$ cat src/verilog/fsus_pkg.sv
package fsus_pkg;
	localparam int unsigned CLK_MHZ       = 100;
	localparam int unsigned ADDR_W        = 14;
	localparam int unsigned WORD_W        = 16;
	localparam int unsigned PAGE_WORDS    = 32;
	localparam int unsigned IDX_W         = 5;
	localparam logic [4:0]  IDX_LAST      = 5'h1f;
	localparam logic [2:0]  MODE_WRITE    = 3'h0;
	localparam logic [2:0]  MODE_ERASE    = 3'h1;
	localparam logic [2:0]  MODE_READ     = 3'h3;
	localparam logic [2:0]  MODE_UNLOCK   = 3'h6;
	localparam logic [7:0]  KEY_L1        = 8'h00;
	localparam logic [7:0]  KEY_L2        = 8'h0d;
	localparam logic [7:0]  KEY_L3        = 8'hc3;
	localparam logic [7:0]  KEY_H1        = 8'h04;
	localparam logic [7:0]  KEY_H2        = 8'h09;
	localparam logic [7:0]  KEY_H3        = 8'h40;
	// Times in microseconds, then times in core clock cycles
	localparam int unsigned T_ERASE0_US   = 3200;
	localparam int unsigned T_WRITE0_US   = 2200;
	localparam int unsigned T_ERASE1_US   = 3700;
	localparam int unsigned T_WRITE1_US   = 3000;
	localparam int unsigned T_ERASE0_CYC  = T_ERASE0_US * CLK_MHZ;
	localparam int unsigned T_WRITE0_CYC  = T_WRITE0_US * CLK_MHZ;
	localparam int unsigned T_ERASE1_CYC  = T_ERASE1_US * CLK_MHZ;
	localparam int unsigned T_WRITE1_CYC  = T_WRITE1_US * CLK_MHZ;
	localparam int unsigned T_READ_CYC    = 3;
	localparam int unsigned T_UNLOCK_CYC  = 1024;
	localparam int unsigned CNT_W         = 20;
	typedef enum logic [4:0] {
		FSUS_IDLE   = 5'h01,
		FSUS_ERASE  = 5'h02,
		FSUS_PROG   = 5'h04,
		FSUS_READ   = 5'h08,
		FSUS_CLEAR  = 5'h10
	} fsus_state_t;
endpackage

$ cat src/verilog/fsus_unlock.sv
`timescale 1ns/1ps
module fsus_unlock import fsus_pkg::*; #(
	parameter int unsigned UNLOCK_CYC = T_UNLOCK_CYC
) (
	// Clock and reset
	input  wire logic       core_clk,
	input  wire logic       rst_n,
	// Control
	input  wire logic [2:0] operation_select,
	input  wire logic       trigger_set,
	input  wire logic       key_wr,
	input  wire logic [2:0] key_sel,
	input  wire logic [7:0] key_data,
	// Status
	output logic            window_open,
	output logic            key_good
);
	logic [CNT_W-1:0] cnt_ff, nxt_cnt;
	logic             open_ff, nxt_open;
	logic [5:0]       ok_ff, nxt_ok;
	logic [7:0]       exp_key;

	// Expected byte per key register slot
	always_comb begin
		case (key_sel)
			3'h0: exp_key = KEY_L1;
			3'h1: exp_key = KEY_L2;
			3'h2: exp_key = KEY_L3;
			3'h3: exp_key = KEY_H1;
			3'h4: exp_key = KEY_H2;
			default: exp_key = KEY_H3;
		endcase
	end

	// Window timer and key compare; late key writes are ignored
	always_comb begin
		nxt_cnt  = cnt_ff;
		nxt_open = open_ff;
		nxt_ok   = ok_ff;
		key_good = 1'b0;
		if (trigger_set && operation_select == MODE_UNLOCK) begin
			nxt_open = 1'b1;
			nxt_cnt  = CNT_W'(UNLOCK_CYC);
			nxt_ok   = 6'h00;
		end else if (open_ff) begin
			if (key_wr && key_sel < 3'h6) begin
				nxt_ok[key_sel] = (key_data == exp_key);
			end
			if (cnt_ff <= CNT_W'(1)) begin
				nxt_open = 1'b0;
				key_good = &ok_ff;
			end else begin
				nxt_cnt = cnt_ff - CNT_W'(1);
			end
		end
	end

	always_ff @(posedge core_clk or negedge rst_n) begin
		if (!rst_n) begin
			cnt_ff  <= '0;
			open_ff <= 1'b0;
			ok_ff   <= 6'h00;
		end else begin
			cnt_ff  <= nxt_cnt;
			open_ff <= nxt_open;
			ok_ff   <= nxt_ok;
		end
	end
	assign window_open = open_ff;
endmodule // fsus_unlock

$ cat src/verilog/fsus_top.sv
`timescale 1ns/1ps
module fsus_top import fsus_pkg::*; #(
	parameter int unsigned UNLOCK_CYC  = T_UNLOCK_CYC,
	parameter int unsigned ERASE0_CYC  = T_ERASE0_CYC,
	parameter int unsigned WRITE0_CYC  = T_WRITE0_CYC,
	parameter int unsigned ERASE1_CYC  = T_ERASE1_CYC,
	parameter int unsigned WRITE1_CYC  = T_WRITE1_CYC
) (
	// Clock and reset
	input  wire logic              core_clk,
	input  wire logic              rst_n,
	// Control bit writes (one-cycle strobes with value)
	input  wire logic              mode_wr,
	input  wire logic [2:0]        mode_data,
	input  wire logic              trigger_wr,
	input  wire logic              enable_clr,
	input  wire logic              enable_wr_one,
	input  wire logic              start_wr,
	input  wire logic              read_start_wr,
	input  wire logic              read_permit_in,
	input  wire logic              time_select_in,
	input  wire logic              clear_wr,
	// Key byte writes
	input  wire logic              key_wr,
	input  wire logic [2:0]        key_sel,
	input  wire logic [7:0]        key_data,
	// Address and data writes
	input  wire logic              addr_wr,
	input  wire logic [ADDR_W-1:0] addr_data,
	input  wire logic              data_low_wr,
	input  wire logic              data_high_wr,
	input  wire logic [7:0]        data_byte,
	// Flash array side
	output logic                   fl_erase,
	output logic                   fl_prog,
	output logic                   fl_read,
	output logic [ADDR_W-1:0]      fl_addr,
	output logic [WORD_W-1:0]      fl_wdata,
	input  wire logic [WORD_W-1:0] fl_rdata,
	// Status
	output logic [2:0]             operation_select,
	output logic                   unlock_trigger,
	output logic                   erase_write_enabled,
	output logic                   program_start,
	output logic                   read_start,
	output logic                   buffer_clear,
	output logic [7:0]             data_word_low,
	output logic [7:0]             data_word_high,
	output logic [IDX_W-1:0]       buf_index,
	output logic                   cpu_stall
);
	fsus_state_t        st_ff, nxt_st;
	logic [CNT_W-1:0]   tcnt_ff, nxt_tcnt;
	logic [2:0]         mode_ff, nxt_mode;
	logic               en_ff, nxt_en, trig_ff, nxt_trig;
	logic               start_ff, nxt_start, rd_ff, nxt_rd, clr_ff, nxt_clr;
	logic [ADDR_W-1:0]  addr_ff, nxt_addr;
	logic [IDX_W-1:0]   idx_ff, nxt_idx;
	logic [7:0]         dl_ff, nxt_dl, dh_ff, nxt_dh;
	logic [WORD_W-1:0]  buf_mem [PAGE_WORDS];
	logic [PAGE_WORDS-1:0] tag_ff, nxt_tag;
	logic               fe_ff, nxt_fe, fp_ff, nxt_fp, fr_ff, nxt_fr;
	logic [WORD_W-1:0]  fw_ff, nxt_fw;
	logic [ADDR_W-1:0]  fa_ff, nxt_fa;
	logic               win_open, key_good;
	// Page walk pointer for programming; kept apart from the address so data and address stay paired
	logic [IDX_W-1:0]   wk_ff, nxt_wk;
	logic               wdone_ff, nxt_wdone, stall_ff, nxt_stall;

	fsus_unlock #(.UNLOCK_CYC(UNLOCK_CYC)) u_unlock (
		.core_clk         (core_clk),
		.rst_n            (rst_n),
		.operation_select (mode_ff),
		.trigger_set      (trigger_wr && !trig_ff),
		.key_wr           (key_wr),
		.key_sel          (key_sel),
		.key_data         (key_data),
		.window_open      (win_open),
		.key_good         (key_good)
	);

	// Saturating index step shared by buffer fill and the program page walk
	function automatic logic [IDX_W-1:0] idx_step(input logic [IDX_W-1:0] i);
		idx_step = (i == IDX_LAST) ? i : i + IDX_W'(1);
	endfunction

	// Busy time; erase and program differ per time select
	function automatic logic [CNT_W-1:0] op_time(input logic erase, input logic sel);
		if (erase)
			op_time = sel ? CNT_W'(ERASE1_CYC) : CNT_W'(ERASE0_CYC);
		else
			op_time = sel ? CNT_W'(WRITE1_CYC) : CNT_W'(WRITE0_CYC);
	endfunction

	// Sequencer: one operation at a time, CPU held off while busy
	always_comb begin
		nxt_st    = st_ff;
		nxt_tcnt  = tcnt_ff;
		nxt_mode  = mode_wr ? mode_data : mode_ff;
		nxt_en    = en_ff;
		nxt_trig  = trig_ff;
		nxt_start = start_ff;
		nxt_rd    = rd_ff;
		nxt_clr   = clr_ff;
		nxt_addr  = addr_ff;
		nxt_idx   = idx_ff;
		nxt_dl    = data_low_wr ? data_byte : dl_ff;
		nxt_dh    = dh_ff;
		nxt_tag   = tag_ff;
		nxt_fe    = 1'b0;
		nxt_fp    = 1'b0;
		nxt_fr    = 1'b0;
		nxt_fw    = fw_ff;
		nxt_fa    = fa_ff;
		nxt_wk    = wk_ff;
		nxt_wdone = wdone_ff;
		// Trigger follows the window; hardware clears it on expiry
		if (trigger_wr && mode_ff == MODE_UNLOCK)
			nxt_trig = 1'b1;
		else if (!win_open)
			nxt_trig = 1'b0;
		// Writing one to the flag does nothing; key match sets it
		if (key_good)
			nxt_en = 1'b1;
		else if (enable_clr)
			nxt_en = 1'b0;
		if (addr_wr) begin
			nxt_addr = addr_data;
			nxt_idx  = addr_data[IDX_W-1:0];
		end
		if (data_high_wr) begin
			nxt_dh  = data_byte;
			nxt_tag[idx_ff] = 1'b1;
			nxt_idx = idx_step(idx_ff);
		end
		case (st_ff)
			FSUS_IDLE: begin
				if (clear_wr) begin
					nxt_clr = 1'b1;
					nxt_st  = FSUS_CLEAR;
				end else if (start_wr && en_ff && !enable_clr && mode_ff == MODE_ERASE) begin
					nxt_start = 1'b1;
					nxt_tcnt  = op_time(1'b1, time_select_in);
					nxt_fe    = 1'b1;
					nxt_fa    = {addr_ff[ADDR_W-1:IDX_W], {IDX_W{1'b0}}};
					nxt_st    = FSUS_ERASE;
				end else if (start_wr && en_ff && !enable_clr && mode_ff == MODE_WRITE) begin
					nxt_start = 1'b1;
					nxt_tcnt  = op_time(1'b0, time_select_in);
					nxt_fa    = {addr_ff[ADDR_W-1:IDX_W], {IDX_W{1'b0}}};
					// Walk always starts at the first word of the page
					nxt_wk    = '0;
					nxt_wdone = 1'b0;
					nxt_st    = FSUS_PROG;
				end else if (read_start_wr && read_permit_in && mode_ff == MODE_READ) begin
					nxt_rd   = 1'b1;
					nxt_tcnt = CNT_W'(T_READ_CYC);
					nxt_fr   = 1'b1;
					nxt_fa   = addr_ff;
					nxt_st   = FSUS_READ;
				end
			end
			FSUS_ERASE: begin
				// Erase spans the whole page; tags only mark what software meant to erase
				if (tcnt_ff <= CNT_W'(1)) begin
					nxt_start = 1'b0;
					nxt_tag   = '0;
					nxt_st    = FSUS_IDLE;
				end else begin
					nxt_tcnt = tcnt_ff - CNT_W'(1);
				end
			end
			FSUS_PROG: begin
				// Walk the page one word per cycle; tagged words pulse the program strobe.
				// Address and data come from one walk index so they can never drift apart.
				// Limitation: an op time shorter than a page walk leaves the upper words unwritten.
				if (!wdone_ff) begin
					nxt_fp = tag_ff[wk_ff];
					nxt_fw = buf_mem[wk_ff];
					nxt_fa = {fa_ff[ADDR_W-1:IDX_W], wk_ff};
					if (wk_ff == IDX_LAST)
						nxt_wdone = 1'b1; // Last word of the page: stop, never cross it
					else
						nxt_wk = idx_step(wk_ff);
				end
				if (tcnt_ff <= CNT_W'(1)) begin
					nxt_start = 1'b0;
					nxt_fp    = 1'b0;
					nxt_st    = FSUS_IDLE;
				end else begin
					nxt_tcnt = tcnt_ff - CNT_W'(1);
				end
			end
			FSUS_READ: begin
				if (tcnt_ff <= CNT_W'(1)) begin
					nxt_dl = fl_rdata[7:0];
					nxt_dh = fl_rdata[15:8];
					nxt_rd = 1'b0;
					nxt_st = FSUS_IDLE;
				end else begin
					nxt_tcnt = tcnt_ff - CNT_W'(1);
				end
			end
			default: begin
				// Buffer clear takes one cycle; same page may be reprogrammed
				nxt_tag = '0;
				nxt_idx = addr_ff[IDX_W-1:0];
				nxt_clr = 1'b0;
				nxt_st  = FSUS_IDLE;
			end
		endcase
	end

	// Buffer words are stored on the high-byte write
	always_ff @(posedge core_clk) begin
		if (data_high_wr)
			buf_mem[idx_ff] <= {data_byte, dl_ff};
	end

	// CPU hold-off has its own flop so the stall pin is a clean register output
	// It follows both busy bits on the same edge, so no cycle of an operation goes unstalled
	always_comb begin
		nxt_stall = nxt_start | nxt_rd;
	end

	always_ff @(posedge core_clk or negedge rst_n) begin
		if (!rst_n) begin
			stall_ff <= 1'b0;
		end else begin
			stall_ff <= nxt_stall;
		end
	end

	// Every state bit resets to idle; buffer words need no reset as the tags gate them
	always_ff @(posedge core_clk or negedge rst_n) begin
		if (!rst_n) begin
			st_ff    <= FSUS_IDLE;
			tcnt_ff  <= '0;
			mode_ff  <= 3'h0;
			en_ff    <= 1'b0;
			trig_ff  <= 1'b0;
			start_ff <= 1'b0;
			rd_ff    <= 1'b0;
			clr_ff   <= 1'b0;
			addr_ff  <= '0;
			idx_ff   <= '0;
			dl_ff    <= 8'h00;
			dh_ff    <= 8'h00;
			tag_ff   <= '0;
			fe_ff    <= 1'b0;
			fp_ff    <= 1'b0;
			fr_ff    <= 1'b0;
			fw_ff    <= '0;
			fa_ff    <= '0;
			wk_ff    <= '0;
			wdone_ff <= 1'b1;
		end else begin
			st_ff    <= nxt_st;
			tcnt_ff  <= nxt_tcnt;
			mode_ff  <= nxt_mode;
			en_ff    <= nxt_en;
			trig_ff  <= nxt_trig;
			start_ff <= nxt_start;
			rd_ff    <= nxt_rd;
			clr_ff   <= nxt_clr;
			addr_ff  <= nxt_addr;
			idx_ff   <= nxt_idx;
			dl_ff    <= nxt_dl;
			dh_ff    <= nxt_dh;
			tag_ff   <= nxt_tag;
			fe_ff    <= nxt_fe;
			fp_ff    <= nxt_fp;
			fr_ff    <= nxt_fr;
			fw_ff    <= nxt_fw;
			fa_ff    <= nxt_fa;
			wk_ff    <= nxt_wk;
			wdone_ff <= nxt_wdone;
		end
	end

	// All outputs come straight from flip-flops
	assign fl_erase            = fe_ff;
	assign fl_prog             = fp_ff;
	assign fl_read             = fr_ff;
	assign fl_addr             = fa_ff;
	assign fl_wdata            = fw_ff;
	assign operation_select    = mode_ff;
	assign unlock_trigger      = trig_ff;
	assign erase_write_enabled = en_ff;
	assign program_start       = start_ff;
	assign read_start          = rd_ff;
	assign buffer_clear        = clr_ff;
	assign data_word_low       = dl_ff;
	assign data_word_high      = dh_ff;
	assign buf_index           = idx_ff;
	assign cpu_stall           = stall_ff;
endmodule // fsus_top

$ cat config.mk
export PLATFORM = sky130hd
export DESIGN_NAME = fsus_top
export DESIGN_NICKNAME = d
export VERILOG_FILES = /design/src/verilog/fsus_pkg.sv /design/src/verilog/fsus_unlock.sv /design/src/verilog/fsus_top.sv
export SDC_FILE = /design/constraint.sdc
export NUM_CORES = 1
export LEC_CHECK = 0
export ABC_AREA = 1
export BUFFER_PORTS_ARGS = -buffer_cell sky130_fd_sc_hd__buf_4
export CORE_ASPECT_RATIO = 0.75
export CORE_MARGIN = 2
export CORE_UTILIZATION = 45
export CTS_CLUSTER_SIZE = 20
export DETAILED_ROUTE_END_ITERATION = 12
export MAX_ROUTING_LAYER = met4
export PLACE_DENSITY = 0.6
export SYNTH_ARGS = -nofsm -noshare
export SYNTH_HDL_FRONTEND = slang
export SYNTH_SLANG_ARGS = --single-unit
$ cat constraint.sdc
create_clock -name core_clk -period 3.22 [get_ports core_clk]
set_input_delay 0.161 -clock core_clk [delete_from_list [all_inputs] [get_ports core_clk]]
set_output_delay 0.161 -clock core_clk [all_outputs]
set_load 0.005 [all_outputs]
Word-level counts from Yosys, hierarchy flattened:

Memories as Yosys holds them, arrays and structs flattened. A register that Yosys moved wholly into a read port is not among the register bits.
Cells that the tools add are included.

* register bits: 151
* latch bits: 0
* RAM bits: 512
* memory bits (read-only): 0
* input port bits: 67
* output and inout port bits: 63
* word-level logic and storage cells: 205
* memories kept: 1

Memory list
* buf_mem: depth 32, width 16, read ports 1, clocked after Yosys merged registers in 1, wr ports 1, RTL line fsus_top.sv:60 `logic [WORD_W-1:0] buf_mem [PAGE_WORDS];`

* add/sub/neg operators: 4
* multipliers: 0
* divide/modulo/power cells: 0
* magnitude comparators: 8
* equality and inequality tests: 28
* shift-type cells: 0
* muxes and demuxes: 95
* bitwise operators: 6
* reductions and logical operators: 39

Operator list (number)
* 2-to-1 mux 20 bit: 8
* 2-to-1 mux 5 bit: 15
* 2-to-1 mux 32 bit: 2
* one-hot mux 32 bit (2 select lines): 1
* 2-to-1 mux 14 bit: 4
* 2-to-1 mux 8 bit: 6
* 2-to-1 mux 1 bit: 41
* less-or-equal comparator 20 x 1 -> 1 bit, second input constant: 2
* one-hot mux 20 bit (2 select lines): 1
* one-hot mux 8 bit (5 select lines): 1
* subtractor 20 x 1 -> 20 bit, second input constant: 2
* bitwise OR 32 bit: 1
* one-hot mux 14 bit (2 select lines): 1
* one-hot mux 5 bit (2 select lines): 2
* 2-to-1 mux 19 bit: 1
* 2-to-1 mux 6 bit: 3
* 2-to-1 mux 17 bit: 1
* inequality test 2 bit, second input constant: 8
* AND reduction 4 bit: 4
* logical AND 1 bit: 12
* less-than comparator 5 x 6 -> 1 bit, second input constant: 2
* AND reduction 2 bit: 6
* AND reduction 6 bit: 2
* adder 5 x 1 -> 5 bit, second input constant: 2
* other kinds (32): 52

Depth between registers and ports, before layout:

* depth after elaboration: 8
* gate-level depth with buffers: 13
* mapped depth without buffers: 12

By module:

Synthesis repeated with hierarchy kept, for this count alone.

* cell total of the unflattened synthesis: 3181
* area, all modules: 30708.2 um^2

Modules (own cells, without submodules)
* fsus_top: instances 1, cells each 2918, area an instance 28899.0 um^2, seq. area each 18880.6 um^2
* fsus_unlock: instances 1, cells each 263, area an instance 1809.2 um^2, seq. area each 675.6 um^2

Worst setup path before layout:

Ideal clock, no wire load.

* kind: flip-flop to flip-flop
* from: register idx_ff[2], in the netlist buf_index[2]
* to: memory buf_mem[12][0], enable pin
* arrival: 1.621 ns
* data required time: 2.830 ns
* slack: 1.209 ns
* stages on the path, launching flop included: 6
* path buffers: 1
* clock period less this slack: 2.011 ns
* cells stage by stage: dfrtp_1 > clkbuf_1 > nand2_1 > nor2_1 > inv_1 > nor2_1

RTL lines
* start: declaration: RTL line fsus_top.sv:58 `logic [IDX_W-1:0] idx_ff, nxt_idx;`
* start signal: assignment: RTL line fsus_top.sv:267 `idx_ff <= nxt_idx;`
* end: declaration: RTL line fsus_top.sv:60

Straight into the memory's write port.

Worst setup path after layout:

* from: register mode_ff[0], in the netlist operation_select[0]
* to: register u_unlock.ok_ff[5]

* cells in the longest elaborated chain, start to end: 4
* elaborated cells between the ends (all ways): 6
* those cells by class: 1 x eq/ne; 1 x mux; 4 x reduce/logical

Ends and longest elaborated chain
* start: declaration: RTL line fsus_top.sv:54 `logic [2:0] mode_ff, nxt_mode;`
* start signal: assignment: RTL line fsus_top.sv:260 `mode_ff <= nxt_mode;`
* equality test 3 bit (*): RTL line fsus_unlock.sv:41 `if (trigger_set && operation_select == MODE_UNLOCK) begin`
* logical AND 1 bit (*): RTL line fsus_unlock.sv:41
* nonzero test 2 bit (no source line)
* AND reduction 2 bit (no source line)
* end signal: assignment: RTL line fsus_unlock.sv:66 `ok_ff <= nxt_ok;`
* end: declaration: RTL line fsus_unlock.sv:20 `logic [5:0] ok_ff, nxt_ok;`

Every way passes the cells marked *; elsewhere a longest branch is shown, timed or not.
A chain may end at the register's enable or synchronous reset.

==> flow_summary.yaml <==
outcome:
  status: "completed"
critical_path:
  end_kind: "register"
  slowest_delay_ns: 0.57
  cp_top_family: "buffers and inverters"
  slowest_stage: "dlygate4sd3_1"
  crit_chain: "buf_4 -> inv_2 -> nand4_2 -> nor2_4 -> inv_1 -> o21ai_0 -> a21oi_1 -> dlygate4sd3_1"
  path_class: "reg2reg"
  worst-endpoint-required_ns: 3.70
  worst_setup_path_start_kind: "register"
  cp_num_buf_inv: 4
  crit_arrival_ns: 2.93
  cp_max_fo: 15
global_routing:
  use_met2_pct: 38.1
  grt_pass1_wl_mm: 126
  grt_overflow: 0
  grt_use_total_pct: 25.4
  grt_pass1_vias: 20800
  met1_usage_pct: 36.1
  met3_usage_pct: 4.05
  busiest_layer: "met2"
  grt_antenna_before_repair: 2
  grt_max_degree: 162
yosys:
  avgSynthCellArea_um2: 10.2
  synth_edf_count: 512
  ys_seq_area_share_pct: 66.1
  synth_most_common_cell: "nand2_1"
  yosys.area.top_type_share_pct: 51.9
  yosys.area.top_type: "edfxtp_1"
  synth_cells: 2902
  async_flop_share_pct: 24.6
  ys_ff_latch: 679
  syn_area_mm2: 0.0296
  ys_warn_count: 0
  synthTopCellsByArea: "edfxtp_1 52%, dfrtp_1 14%, nand2_1 12%, nand3_1 7.0%, nor2_1 2.7%"
  syn_nets: 2980
  synth_commonest_cells: "920 x nand2_1, 512 x edfxtp_1, 412 x nand3_1, 212 x nor2_1, 187 x inv_1"
  synthDistinctLibCells: 44
  synth-main-ff-cell: "edfxtp_1"
route:
  wirelength_mm: 82.9
  drtIter0Drc: 2120
  route.detailed.drc: 0
  avgViaCountPerCell: 5.38
  drt_pass1_iterations: 5
  detail-route-antenna-nets: 0
  wl_per_cell_um: 20.6
  num_vias: 21600
placed_design:
  io_buffer_count: 128
  pre_cts_ws_ns: 0.868
  dp_hpwl_mm: 48.2
  gp_congestion: 0.898
clock_network:
  ctsHtreeMaxLevel: 3
  clkSlewWorstSetupHoldPaths_ns: 0.06
  clockBufferDepth: 3
  hold_buffers: 74
  clock-sinks: 679
  cts-resized-gates: 0
  cts-root-buf: "clkbuf_16"
  cts_tree: "done"
  cts_buffers: 67
  clk_latency_ns: 0.62
  cts_setup_buffers: 0
power:
  powerDensity_mw_per_mm2: 720
  ir_drop_mv: 0.396
  finalPower_mw: 24.9
  power_leakage_nw: 14.2
worst_hold_path:
  hp-class: "in2reg"
timing:
  relSlewSlack_pct: 36.4
  layout_setup_ws_ns: 0.770
  setup_violations: 0
  worst-slew-pin-transition_ns: 0.955
  hold_violations: 0
  slew_viol_final: 0
  fmaxAchievable_ghz: 0.408
  rsz0062_at_grt: "false"
  tns_ns: 0
  skew_ns: 0.0256
  fin_crit_sh_pct: 76.1
  fin_crit_ns: 2.45
floorplan:
  core_mm2: 0.0652
  start_util_pct: 45.4
  rows: 81
  die_h_um: 226
  fp.dieW_um: 300
  dieArea_mm2: 0.0679
  boundaryPins: 130
cells_and_area:
  syn2layout_area_growth_pct: 16.6
  fillers: 5717
  nets: 3177
  layout-drive-gt1-share_pct: 11.1
run:
  max-cap-violations: 0
[metrics by stage]
step / std cells / hold WS [ns] / util, % / area (um^2)
after global placement: 3827 / 0.313 / 48.6 / 31700
after CTS: 4022 / 0.00487 / 53.0 / 34500
after detailed placement: 3827 / 0.323 / 48.6 / 31700
after floorplan: 2902 / -0.135 / - / 29600
after global routing: 4024 / 0.0294 / 53.0 / 34500
final: 4025 / 0.0369 / 53.0 / 34500
[routing by layer]
layer  up-vias  part of all wire, %
met2       756                   45
met5         -                    0
li1      10200                    -
met4         0                  2.0
met3       113                  7.4
met1     10600                   45
[where the power goes]
part / total (mW) / switching [mW] / internal (mW)
clock network: 7.71 / 3.31 / 4.39
logic: 6.43 / 4.48 / 1.95
registers: 10.7 / 0.462 / 10.3
[placed cells by master (no fill, tap or decap), types with 7 or more instances in the layout]
cell type	synthesis	routed
inv_2	7	7
clkbuf_16	0	73
ha_1	11	11
mux2i_1	16	16
o211ai_1	41	41
clkbuf_1	44	24
inv_1	187	187
nor2_2	6	18
o21ai_0	79	79
dfrtp_1	165	162
nor2_1	212	200
a21oi_1	55	55
buf_12	0	11
edfxtp_1	512	512
nand4_1	42	42
buf_4	7	187
xor2_1	16	16
clkinv_2	0	10
nand2_1	920	920
dlygate4sd3_1	0	74
nand3_1	412	412
o21ai_1	25	25
[path summary, 6_finish.rpt]
| check | startpoint | end | slack, ns | cells past startpoint |
|---|---|---|---|---|
| worst max-delay path | operation_select[0] | u_unlock.ok_ff[5] | 0.77 | 8 |
| worst min-delay path | key_wr | u_unlock.ok_ff[2] | 0.04 | 4 |
| worst max register to register | operation_select[0] | u_unlock.ok_ff[5] | 0.77 | 8 |
| worst min register to register | fl_wdata[13] | fl_wdata[13] | 0.48 | 2 |
| max in group asynchronous | rst_n | tcnt_ff[9] | 2.13 | 3 |
| min in group asynchronous | rst_n | u_unlock.cnt_ff[17] | 0.22 | 2 |
[flip-flops by register name (all words and copies together), names as in the netlist, 6 cells and up]
signal,count
buf_mem,512
tag_ff,32
tcnt_ff,20
u_unlock.cnt_ff,20
fl_wdata,16
addr_ff,14
fl_addr,14
data_word_high,8
data_word_low,8
u_unlock.ok_ff,6
[logic make-up (layout without fill, tap and decap cells)]
group / after synthesis / after routing / synth area share (%)
buffers and inverters: 342 / 591 / 4.92
AND/OR/NAND/NOR: 1625 / 1625 / 23.3
AO/OA/AOI/OAI: 206 / 206 / 3.99
other: 0 / 3 / 0
flip-flops: 679 / 679 / 66.1
adder cells (fa/ha/maj): 11 / 11 / 0.465
XOR/XNOR: 19 / 19 / 0.562
multiplexers: 20 / 20 / 0.693
[worst register-to-register path, stage by stage (launching register included)]
cell,delay [ns]
dfrtp_1,0.36
buf_4,0.16
inv_2,0.14
nand4_2,0.18
nor2_4,0.36
inv_1,0.31
o21ai_0,0.19
a21oi_1,0.07
dlygate4sd3_1,0.57
[area by class of cell]
type / count / area, um^2 / area share (%)
flip-flops and latches: 679 / 19600 / 56.7
diodes: 3 / 7.51 / 0.0217
repair buffers: 273 / 2380 / 6.88
multi-input cells: 1881 / 8610 / 25.0
well taps: 871 / 1090 / 3.16
clock buffers: 101 / 1970 / 5.69
clock inverters: 20 / 154 / 0.446
inverters: 197 / 747 / 2.16
No activity file was read; power rests on OpenSTA's default activity.
